===== config.mk =====
export PLATFORM = sky130hd
export DESIGN_NAME = dcu_core
export DESIGN_NICKNAME = d
export VERILOG_FILES = /design/src/design/dcu_pkg.sv /design/src/design/dcu_core.sv /design/src/design/dcu_fifo.sv
export SDC_FILE = /design/constraint.sdc
export NUM_CORES = 2
export LEC_CHECK = 0
export ABC_CLOCK_PERIOD_IN_PS = 4300
export BUFFER_PORTS_ARGS = -buffer_cell sky130_fd_sc_hd__buf_2
export CORE_MARGIN = 4
export CORE_UTILIZATION = 45
export CTS_CLUSTER_SIZE = 16
export DETAILED_ROUTE_END_ITERATION = 16
export GPL_TIMING_DRIVEN = 0
export PLACE_DENSITY = 0.63
export RECOVER_POWER = 50
export SYNTH_ARGS = -nofsm -noshare
export SYNTH_HDL_FRONTEND = slang
export SYNTH_SLANG_ARGS = --single-unit

===== constraint.sdc =====
create_clock -name clock -period 4.3 [get_ports clock]
set_clock_uncertainty 0.15 [all_clocks]
set_input_delay 0.215 -clock clock [delete_from_list [all_inputs] [get_ports clock]]
set_output_delay 0.215 -clock clock [all_outputs]
set_load 0.02 [all_outputs]

===== src/design/dcu_pkg.sv =====
package dcu_pkg;
	localparam int DCU_CH = 2;
	localparam int TXQ_W  = 8;
	localparam int TXQ_D  = 8;
	localparam int TXQ_CW = 4;
	localparam int RXQ_W  = 13;
	localparam int RXQ_D  = 16;
	localparam int RXQ_CW = 5;
	// oversample phase counts, sixteen ticks a bit
	localparam logic [3:0] OS_LAST   = 4'hf;
	localparam logic [3:0] OS_MID    = 4'h7;
	localparam logic [2:0] BIT_LAST8 = 3'h7;
	localparam logic [2:0] BIT_LAST7 = 3'h6;
	localparam logic [4:0] RTS_LEVEL = 5'h0e;
	// oversample clock source codes
	localparam logic [1:0] CLK_BUS = 2'h0;
	localparam logic [1:0] CLK_EXT = 2'h1;
	localparam logic [1:0] CLK_BRG = 2'h2;
	// receive status bit positions
	localparam int ST_PERR  = 0;
	localparam int ST_FERR  = 1;
	localparam int ST_BRK   = 2;
	localparam int ST_OVR   = 3;
	localparam int ST_SEVEN = 4;
	localparam logic [14:0] BRG_RESET = 15'h0000;

	typedef enum logic [4:0] {
		TX_IDLE = 5'h01, TX_START = 5'h02, TX_DATA = 5'h04, TX_PAR = 5'h08, TX_STOP = 5'h10
	} dcu_tx_e;
	typedef enum logic [4:0] {
		RX_IDLE = 5'h01, RX_START = 5'h02, RX_DATA = 5'h04, RX_PAR = 5'h08, RX_STOP = 5'h10
	} dcu_rx_e;

	typedef struct packed {
		logic        rx_meta;
		logic        rx_sync;
		logic        rx_prev;
		logic        cts_meta;
		logic        cts_sync;
		logic [14:0] brg_cnt;
		dcu_tx_e     tx_st;
		logic [3:0]  tx_tick;
		logic [2:0]  tx_bit;
		logic [7:0]  tx_shift;
		logic        tx_par;
		logic        tx_stop2;
		logic        txd;
		logic        txd_oe;
		logic        rts_n;
		dcu_rx_e     rx_st;
		logic [3:0]  rx_tick;
		logic [2:0]  rx_bit;
		logic [7:0]  rx_shift;
		logic        rx_par;
		logic        rx_perr;
		logic        rx_ovr;
		logic        push_valid;
		logic [12:0] push_data;
		logic        level_flag;
		logic        dma_tx_req;
	} dcu_ch_s;

	typedef struct packed {
		logic                     ext_meta;
		logic                     ext_sync;
		logic                     ext_prev;
		dcu_ch_s [DCU_CH-1:0]     ch;
	} dcu_top_s;

	// idle line high, handshake released, machines idle
	function automatic dcu_ch_s dcu_ch_reset();
		dcu_ch_s r;
		r          = '0;
		r.brg_cnt  = BRG_RESET;
		r.tx_st    = TX_IDLE;
		r.rx_st    = RX_IDLE;
		r.txd      = 1'b1;
		r.rts_n    = 1'b1;
		r.rx_meta  = 1'b1; // first stage idles high too, no false edge after reset
		r.rx_sync  = 1'b1;
		r.cts_meta = 1'b1;
		r.rx_prev  = 1'b1;
		r.cts_sync = 1'b1;
		return r;
	endfunction

	// prescale code 0..3 selects 2, 8, 32, 128 as a shift
	function automatic logic [2:0] dcu_pre_shift(input logic [1:0] sel);
		return {sel, 1'b1};
	endfunction

	// reload value of the rate counter; divisor 0 acts as 1
	function automatic logic [14:0] dcu_brg_limit(input logic [7:0] div, input logic [1:0] sel);
		logic [14:0] d;
		d = {7'h00, (div == 8'h00) ? 8'h01 : div};
		return (d << dcu_pre_shift(sel)) - 15'h0001;
	endfunction
endpackage


===== src/design/dcu_core.sv =====
// Function
// two channels, each sends and receives concurrently
// transmit queue eight bytes deep
// receive queue sixteen entries, data plus status
// seven or eight data bits, one/two stops
// optional parity, even or odd
// exactly one start bit per frame
// receiver deserializes into receive queue
// transmit queue bytes serialized onto line
// oversample clock is sixteen times baud
// oversample source: bus, external pin, generator
// generator divides by prescale times divisor times sixteen
// prescale 2/8/32/128, divisor 1 to 255
// external clock at most 45% bus clock
// recovers characters within 3.12% rate error
// clear-to-send and request-to-send flow control
// DMA requests fill transmit, empty receive
// master or slave role on shared line
// start only on falling receive edge
// level flag when count exceeds trigger level
// data bits least significant first
`timescale 1ns/1ns
`default_nettype none
module dcu_core
	import dcu_pkg::*;
(
	input  wire logic                          clock,                 // 100 MHz bus clock
	input  wire logic                          sys_rst,               // sync reset, high
	input  wire logic                          ext_clk,               // external clock pin
	input  wire logic [DCU_CH-1:0][7:0]        tx_data,               // byte to send
	input  wire logic [DCU_CH-1:0]             tx_valid,              // byte offered
	output logic      [DCU_CH-1:0]             tx_ready,              // transmit queue room
	output logic      [DCU_CH-1:0][7:0]        rx_data,               // received byte
	output logic      [DCU_CH-1:0][4:0]        rx_status,             // status of that byte
	output logic      [DCU_CH-1:0]             rx_valid,              // entry available
	input  wire logic [DCU_CH-1:0]             rx_ready,              // entry taken
	input  wire logic [DCU_CH-1:0]             seven_bit,             // seven data bits
	input  wire logic [DCU_CH-1:0]             two_stop,              // two stop bits
	input  wire logic [DCU_CH-1:0]             parity_en,             // parity bit present
	input  wire logic [DCU_CH-1:0]             parity_odd,            // odd parity
	input  wire logic [DCU_CH-1:0][1:0]        clk_sel,               // oversample source
	input  wire logic [DCU_CH-1:0]             brg_src_ext,           // generator from pin
	input  wire logic [DCU_CH-1:0][1:0]        prescale_sel,          // 2,8,32,128
	input  wire logic [DCU_CH-1:0][7:0]        divisor,               // 1..255
	input  wire logic [DCU_CH-1:0]             receive_disable_bit,   // receiver off
	input  wire logic [DCU_CH-1:0]             flow_en,               // cts/rts in use
	input  wire logic [DCU_CH-1:0]             slave_mode,            // drive line only in frame
	input  wire logic [DCU_CH-1:0][3:0]        receive_trigger_level, // level flag threshold
	input  wire logic [DCU_CH-1:0]             rxd,                   // receive pin
	input  wire logic [DCU_CH-1:0]             cts_n,                 // clear to send, low
	output logic      [DCU_CH-1:0]             txd_o,                 // transmit pin level
	output logic      [DCU_CH-1:0]             txd_oe,                // transmit pin enable
	output logic      [DCU_CH-1:0]             rts_n,                 // request to send, low
	output logic      [DCU_CH-1:0]             receive_level_flag,    // queue above trigger
	output logic      [DCU_CH-1:0]             dma_tx_req,            // dma may fill
	output logic      [DCU_CH-1:0]             dma_rx_req             // dma should empty
);
	dcu_top_s                  st_reg;
	dcu_top_s                  st_next;
	logic [DCU_CH-1:0]         tx_pop;
	logic [DCU_CH-1:0][7:0]    txq_data;
	logic [DCU_CH-1:0]         txq_valid;
	logic [DCU_CH-1:0][TXQ_CW-1:0] txq_count;
	logic [DCU_CH-1:0]         rxq_ready;
	logic [DCU_CH-1:0][RXQ_W-1:0]  rxq_data;
	logic [DCU_CH-1:0][RXQ_CW-1:0] rxq_count;
	logic [DCU_CH-1:0]         os_tick;

	////////////////////////////////////////////////////////////////////////
	// per-channel queues
	generate
		for (genvar g = 0; g < DCU_CH; g++) begin : g_q
			dcu_fifo #(.WIDTH(TXQ_W), .DEPTH(TXQ_D), .CW(TXQ_CW)) u_txq (
				.clock     (clock),
				.sys_rst   (sys_rst),
				.in_data   (tx_data[g]),
				.in_valid  (tx_valid[g]),
				.in_ready  (tx_ready[g]),
				.out_data  (txq_data[g]),
				.out_valid (txq_valid[g]),
				.out_ready (tx_pop[g]),
				.count     (txq_count[g])
			);
			dcu_fifo #(.WIDTH(RXQ_W), .DEPTH(RXQ_D), .CW(RXQ_CW)) u_rxq (
				.clock     (clock),
				.sys_rst   (sys_rst),
				.in_data   (st_reg.ch[g].push_data),
				.in_valid  (st_reg.ch[g].push_valid),
				.in_ready  (rxq_ready[g]),
				.out_data  (rxq_data[g]),
				.out_valid (rx_valid[g]),
				.out_ready (rx_ready[g]),
				.count     (rxq_count[g])
			);
			assign rx_data[g]   = rxq_data[g][7:0];
			assign rx_status[g] = rxq_data[g][12:8];
		end
	endgenerate

	////////////////////////////////////////////////////////////////////////
	// channel engines; both channels share only the external clock pin
	always_comb begin
		logic        ext_edge;
		logic        src_tick;
		logic        brg_tick;
		logic [2:0]  last;
		logic [7:0]  rbyte;
		dcu_ch_s     c;
		dcu_ch_s     n;
		ext_edge = 1'b0;
		src_tick = 1'b0;
		brg_tick = 1'b0;
		last     = 3'h0;
		rbyte    = 8'h00;
		c        = '0;
		n        = '0;
		st_next  = st_reg;
		tx_pop   = '0;
		os_tick  = '0;
		st_next.ext_meta = ext_clk;
		st_next.ext_sync = st_reg.ext_meta;
		st_next.ext_prev = st_reg.ext_sync;
		// pin rate is bounded, so one synced edge is one pin cycle
		ext_edge = st_reg.ext_sync && !st_reg.ext_prev;
		for (int i = 0; i < DCU_CH; i++) begin
			c = st_reg.ch[i];
			n = c;
			n.rx_meta    = rxd[i];
			n.rx_sync    = c.rx_meta;
			n.rx_prev    = c.rx_sync;
			n.cts_meta   = cts_n[i];
			n.cts_sync   = c.cts_meta;
			n.push_valid = 1'b0;
			// rate generator: one tick per prescale times divisor source clocks
			src_tick = brg_src_ext[i] ? ext_edge : 1'b1;
			brg_tick = src_tick && (c.brg_cnt == 15'h0000);
			if (src_tick) begin
				n.brg_cnt = brg_tick ? dcu_brg_limit(divisor[i], prescale_sel[i])
				                     : c.brg_cnt - 15'h0001;
			end
			case (clk_sel[i])
				CLK_BUS: os_tick[i] = 1'b1;
				CLK_EXT: os_tick[i] = ext_edge;
				CLK_BRG: os_tick[i] = brg_tick;
				default: os_tick[i] = 1'b0;
			endcase
			last = seven_bit[i] ? BIT_LAST7 : BIT_LAST8;

			// transmitter
			if (os_tick[i] && c.tx_st != TX_IDLE) begin
				n.tx_tick = c.tx_tick + 4'h1;
			end
			case (c.tx_st)
				TX_IDLE: begin
					n.txd = 1'b1;
					if (txq_valid[i] && !(flow_en[i] && c.cts_sync)) begin
						tx_pop[i]  = 1'b1;
						n.tx_st    = TX_START;
						n.tx_shift = txq_data[i];
						n.tx_par   = 1'b0;
						n.tx_tick  = 4'h0;
						n.txd      = 1'b0;
					end
				end
				TX_START: begin
					if (os_tick[i] && c.tx_tick == OS_LAST) begin
						n.tx_st  = TX_DATA;
						n.tx_bit = 3'h0;
						n.txd    = c.tx_shift[0];
					end
				end
				TX_DATA: begin
					if (os_tick[i] && c.tx_tick == OS_LAST) begin
						n.tx_par   = c.tx_par ^ c.tx_shift[0];
						n.tx_shift = {1'b0, c.tx_shift[7:1]};
						n.tx_bit   = c.tx_bit + 3'h1;
						n.txd      = c.tx_shift[1];
						if (c.tx_bit == last) begin
							n.tx_stop2 = two_stop[i];
							n.tx_st    = parity_en[i] ? TX_PAR : TX_STOP;
							n.txd      = parity_en[i] ? (c.tx_par ^ c.tx_shift[0] ^ parity_odd[i])
							                          : 1'b1;
						end
					end
				end
				TX_PAR: begin
					if (os_tick[i] && c.tx_tick == OS_LAST) begin
						n.tx_st = TX_STOP;
						n.txd   = 1'b1;
					end
				end
				TX_STOP: begin
					if (os_tick[i] && c.tx_tick == OS_LAST) begin
						n.tx_stop2 = 1'b0;
						n.tx_st    = c.tx_stop2 ? TX_STOP : TX_IDLE;
					end
				end
				default: n.tx_st = TX_IDLE;
			endcase
			// a slave leaves the shared line to the pull-up between frames
			n.txd_oe = !slave_mode[i] || n.tx_st != TX_IDLE;

			// receiver; sampling at mid-bit gives the margin for rate error
			if (os_tick[i] && c.rx_st != RX_IDLE) begin
				n.rx_tick = c.rx_tick + 4'h1;
			end
			case (c.rx_st)
				RX_IDLE: begin
					if (c.rx_prev && !c.rx_sync) begin
						n.rx_st   = RX_START;
						n.rx_tick = 4'h0;
					end
				end
				RX_START: begin
					if (os_tick[i] && c.rx_tick == OS_MID) begin
						n.rx_st   = c.rx_sync ? RX_IDLE : RX_DATA;
						n.rx_tick = 4'h0;
						n.rx_bit  = 3'h0;
						n.rx_par  = 1'b0;
					end
				end
				RX_DATA: begin
					if (os_tick[i] && c.rx_tick == OS_LAST) begin
						n.rx_shift = {c.rx_sync, c.rx_shift[7:1]};
						n.rx_par   = c.rx_par ^ c.rx_sync;
						n.rx_bit   = c.rx_bit + 3'h1;
						n.rx_perr  = 1'b0;
						if (c.rx_bit == last) begin
							n.rx_st = parity_en[i] ? RX_PAR : RX_STOP;
						end
					end
				end
				RX_PAR: begin
					if (os_tick[i] && c.rx_tick == OS_LAST) begin
						n.rx_perr = c.rx_par ^ c.rx_sync ^ parity_odd[i];
						n.rx_st   = RX_STOP;
					end
				end
				RX_STOP: begin
					// only the first stop bit is checked
					if (os_tick[i] && c.rx_tick == OS_LAST) begin
						rbyte        = seven_bit[i] ? {1'b0, c.rx_shift[7:1]} : c.rx_shift;
						n.push_valid = 1'b1;
						n.push_data  = {seven_bit[i], c.rx_ovr, !c.rx_sync && rbyte == 8'h00,
						                !c.rx_sync, c.rx_perr, rbyte};
						n.rx_st      = RX_IDLE;
					end
				end
				default: n.rx_st = RX_IDLE;
			endcase
			if (receive_disable_bit[i]) begin
				n.rx_st = RX_IDLE;
			end
			// a dropped byte marks the next stored one
			if (c.push_valid) begin
				n.rx_ovr = !rxq_ready[i];
			end

			n.rts_n      = flow_en[i] && (rxq_count[i] >= RTS_LEVEL);
			n.level_flag = rxq_count[i] > {1'b0, receive_trigger_level[i]};
			n.dma_tx_req = txq_count[i] != TXQ_CW'(TXQ_D);
			st_next.ch[i] = n;
		end
	end

	always_ff @(posedge clock) begin
		if (sys_rst) begin
			st_reg          <= '0;
			st_reg.ch[0]    <= dcu_ch_reset();
			st_reg.ch[1]    <= dcu_ch_reset();
		end else begin
			st_reg <= st_next;
		end
	end

	////////////////////////////////////////////////////////////////////////
	// pin and flag outputs, all straight from the state register
	generate
		for (genvar g = 0; g < DCU_CH; g++) begin : g_out
			assign txd_o[g]              = st_reg.ch[g].txd;
			assign txd_oe[g]             = st_reg.ch[g].txd_oe;
			assign rts_n[g]              = st_reg.ch[g].rts_n;
			assign receive_level_flag[g] = st_reg.ch[g].level_flag;
			assign dma_rx_req[g]         = st_reg.ch[g].level_flag;
			assign dma_tx_req[g]         = st_reg.ch[g].dma_tx_req;

		end
	endgenerate
endmodule // dcu_core
`default_nettype wire


===== src/design/dcu_fifo.sv =====
`timescale 1ns/1ns
`default_nettype none
module dcu_fifo
	import dcu_pkg::*;
#(
	parameter int WIDTH = 8,
	parameter int DEPTH = 8,
	parameter int CW    = 4
) (
	input  wire logic             clock,     // system clock
	input  wire logic             sys_rst,   // sync reset
	input  wire logic [WIDTH-1:0] in_data,   // word to store
	input  wire logic             in_valid,  // word offered
	output logic                  in_ready,  // room left
	output logic      [WIDTH-1:0] out_data,  // oldest word
	output logic                  out_valid, // word available
	input  wire logic             out_ready, // word taken
	output logic      [CW-1:0]    count      // words held
);
	localparam int AW = $clog2(DEPTH);
	typedef struct packed {
		logic [DEPTH-1:0][WIDTH-1:0] mem;
		logic [AW-1:0]               wr;
		logic [AW-1:0]               rd;
		logic [CW-1:0]               cnt;
		logic [WIDTH-1:0]            q;
		logic                        vld;
		logic                        rdy;
	} dcu_fifo_s;
	dcu_fifo_s st_reg;
	dcu_fifo_s st_next;

	////////////////////////////////////////////////////////////////////////
	// flags and head word derive from next state so all outputs are flops
	always_comb begin
		st_next = st_reg;
		if (in_valid && st_reg.rdy) begin
			st_next.mem[st_reg.wr] = in_data;
			st_next.wr             = st_reg.wr + 1'b1;
		end
		if (out_ready && st_reg.vld) begin
			st_next.rd = st_reg.rd + 1'b1;
		end
		case ({in_valid && st_reg.rdy, out_ready && st_reg.vld})
			2'b10:   st_next.cnt = st_reg.cnt + 1'b1;
			2'b01:   st_next.cnt = st_reg.cnt - 1'b1;
			default: st_next.cnt = st_reg.cnt;
		endcase
		st_next.q   = st_next.mem[st_next.rd];
		st_next.vld = st_next.cnt != '0;
		st_next.rdy = st_next.cnt != CW'(DEPTH); // honest full, stalls the writer
	end

	always_ff @(posedge clock) begin
		if (sys_rst) begin
			st_reg     <= '0;
			st_reg.rdy <= 1'b1;
		end else begin
			st_reg <= st_next;
		end
	end

	assign in_ready  = st_reg.rdy;
	assign out_data  = st_reg.q;
	assign out_valid = st_reg.vld;
	assign count     = st_reg.cnt;
endmodule // dcu_fifo
`default_nettype wire


==> metrics.txt <==
status finished, final reports clean; dpl ws -431.5 ps; total CTS buffers 88; initial antenna violation count 3; final period utilization 96.79%; final setup violation count 0; final hold slack 45.92 ps; clock latency reported for the late side of the worst-skew pair 680 ps; element type at the critical path end flip-flop; fraction of registers with async set/reset 0%; critical path's slowest cell clkbuf_1; CP startpoint kind flip-flop; Worst Max-Slew Pin Slew 1307 ps; Max Cap Violations 0; Final Critical Period 4162 ps; Mapped Area 39770 um2; Main synth FF type dfxtp_1; global-route wire length before repair 216600 um; Yosys top cell area share 40.83%; Yosys warnings 0; Rows ~110; Worst Path Class, Setup flip-flop to flip-flop; DIE HEIGHT 305.3 um; Required @ worst endpoint around 4700 ps; overall routing resource usage 29.32%; hpwl dp 101200 um; Setup TNS 0 ps; worst relative slew slack 12.85%; drt initial violations 4126; HP Class input port to flip-flop; Synth area leaders dfxtp_1, nand2_1, a21oi_1, mux2i_1, clkbuf_1; #FFs+latches synth 811; R2R setup slack 140 ps; Die Wd 305.3 um; post-route ant nets 0; CP Buf/Inv Count 3; RSZ-0062 raised after global routing false; Starting Density 45.62%; most frequent CP cell clkbuf_1; synthesized area per cell 7.689 um2; crit-path leading delay family buffers and inverters; layout cells sized above 1 5.973%; grt total ovfl 0; sequence of cells on the critical path and3b_1, clkbuf_1, nor2_2, clkbuf_1, clkbuf_1, o32ai_1, o21ai_0, a31oi_1, o22ai_1; Peak VDD IR 326.8 uV; die area 93190 um2; count leader, synth nand2_1; CTS tree built; vias in the first global route 36.28k; core area 87160 um2; H-tree levels 3; number of synthesized flops with an enable pin 0; Post-Layout Cell Count 6647; Post-Syn Nets between 5k and 6k; max reg flops 432; CP Max Fanout 10; Seq/Total Area, Yosys 40.83%; Reg clk slew, reported paths ~60 ps; Pins Over Slew Limit 0; Root Buffer clkbuf_16; Pwr Density 405.2 nW/um2; gp weighted congestion about 1.0; largest net degree at the start of global routing 14; vias per cell 5.940; layout filler cell count 8524; crit path DAT 4570 ps; Setup WS post-layout 137.8 ps; # DRC 0; IO Port Bufs approximately 110; Wirelength per Cell 21.63 um; Syn Inst Count 5172; Synth top cells by count nand2_1, dfxtp_1, a21oi_1, clkbuf_1, nor2_1; routed wire length approximately 140000 um; area growth from synthesis to layout 13.62%; largest area contributor in the netlist dfxtp_1; # nets final approximately 5.5k; dpl cells roughly 6.4k; final hold vios 0; Netlist cell types 92; Sink Count 811; Clock Tree Buf Depth 3; CP peak stage delay 770 ps; routed via count 39.48k; fmax 240.3 MHz; I/O pin count 117; Lkg Pwr 15.48 nW; Detailed Routing Iterations Pass 1 7
==> final cells by class <==
| cell class | count | area [um2] | share of cell area [%] |
|---|---|---|---|
| tap | 1155 | 1445 | 3.199 |
| timing repair buffer | 160 | 1012 | 2.240 |
| clock buffer | 123 | 2515 | 5.566 |
| sequential | 811 | 16240 | 35.93 |
| clock inverter | 36 | 469.2 | 1.038 |
| inverter | 72 | 270.3 | 0.5982 |
| buffer | 480 | 1988 | 4.400 |
| antenna | 1 | 2.502 | 0.005539 |
| multi-input combinational | 3809 | 21240 | 47.02 |
==> per-stage QoR <==
stage          util [%]  power, W  cell area (um2)
6_report          51.84   0.01831            45180
2_1_floorplan         -  0.009833            39770
4_1_cts           51.92   0.01838            45260
5_1_grt           51.83   0.01900            45180
3_3_place_gp      47.90   0.01048            41750
3_5_place_dp      47.90   0.01050            41750
==> worst reg2reg max path: stages (launching register included) <==
cell	delay (ps)
dfxtp_1	390
and3b_1	210
clkbuf_1	250
nor2_2	610
clkbuf_1	770
clkbuf_1	680
o32ai_1	230
o21ai_0	260
a31oi_1	190
o22ai_1	320
==> what timing repair did <==
action	CTS	global route
resized for setup	1	4
endpoints found under the hold margin	102	0
setup buffers	0	0
hold buffers	52	0
setup endpoints to repair	11	9
==> cells by family (layout without fill, tap and decap cells) <==
group	Yosys count	after routing	share of synthesized area (%)
AO/OA/AOI/OAI	1427	1427	23.25
XOR/XNOR	60	60	1.322
adder cells (fa/ha/maj)	50	50	1.649
buffers and inverters	552	871	5.730
flip-flops	811	811	40.83
multiplexers	172	172	4.377
other	0	1	0
AND/OR/NAND/NOR	2100	2100	22.85
==> worst paths after layout <==
| kind | startpoint | end | cells after the start |
|---|---|---|---|
| max | g_q[1].u_rxq.out_valid | g_q[1].u_rxq.out_data[4] | 9 |
| min | tx_data[2] | g_q[0].u_txq.out_data[2] | 4 |
| max reg2reg | g_q[1].u_rxq.out_valid | g_q[1].u_rxq.out_data[4] | 9 |
| min reg2reg | st_next[82] | st_next[81] | 1 |
==> layout by cell type (no fill, tap or decap), types with 17 or more instances in the layout <==
master         instances
buf_2                 78
a211oi_1              66
dfxtp_1              811
dlygate4sd3_1         52
nor4_1                18
and3_1                36
a22oi_1               50
o211ai_1              29
or2_2                 19
ha_1                  46
a311oi_1              38
xor2_1                34
a21oi_1              653
a211o_1               18
clkinv_2              17
buf_4                 40
nor2_1               381
nand3_1               67
inv_1                 71
nand2b_1              25
o21bai_1              28
o22ai_1               59
nand2_1             1242
nor2b_1               24
mux2i_1              157
or3_1                 98
o311a_1               26
clkbuf_16             89
nor3_1                64
a22o_1                24
nand4_1               30
a31oi_1               39
clkbuf_1             458
xnor2_1               26
o221ai_1              62
buf_1                 24
o32ai_1               59
o21ai_0              115
==> layer usage <==
layer / global-route usage (%) / vias to the layer above / wire (um)
li1: - / 18690 / -
met1: 39.80 / 18690 / 61600
met2: 46.18 / 1698 / 63730
met3: 5.019 / 399 / 11360
met4: 12.63 / 2 / 7039
met5: 0 / - / 13
==> power by group <==
group | switching, W | total, W | internal, W
logic | 0.00153 | 0.00244 | 0.000903
clock network | 0.00327 | 0.00790 | 0.00463
registers | 0.000209 | 0.00798 | 0.00777
total | 0.00501 | 0.0183 | 0.0133
No activity file was read; power rests on OpenSTA's default activity.
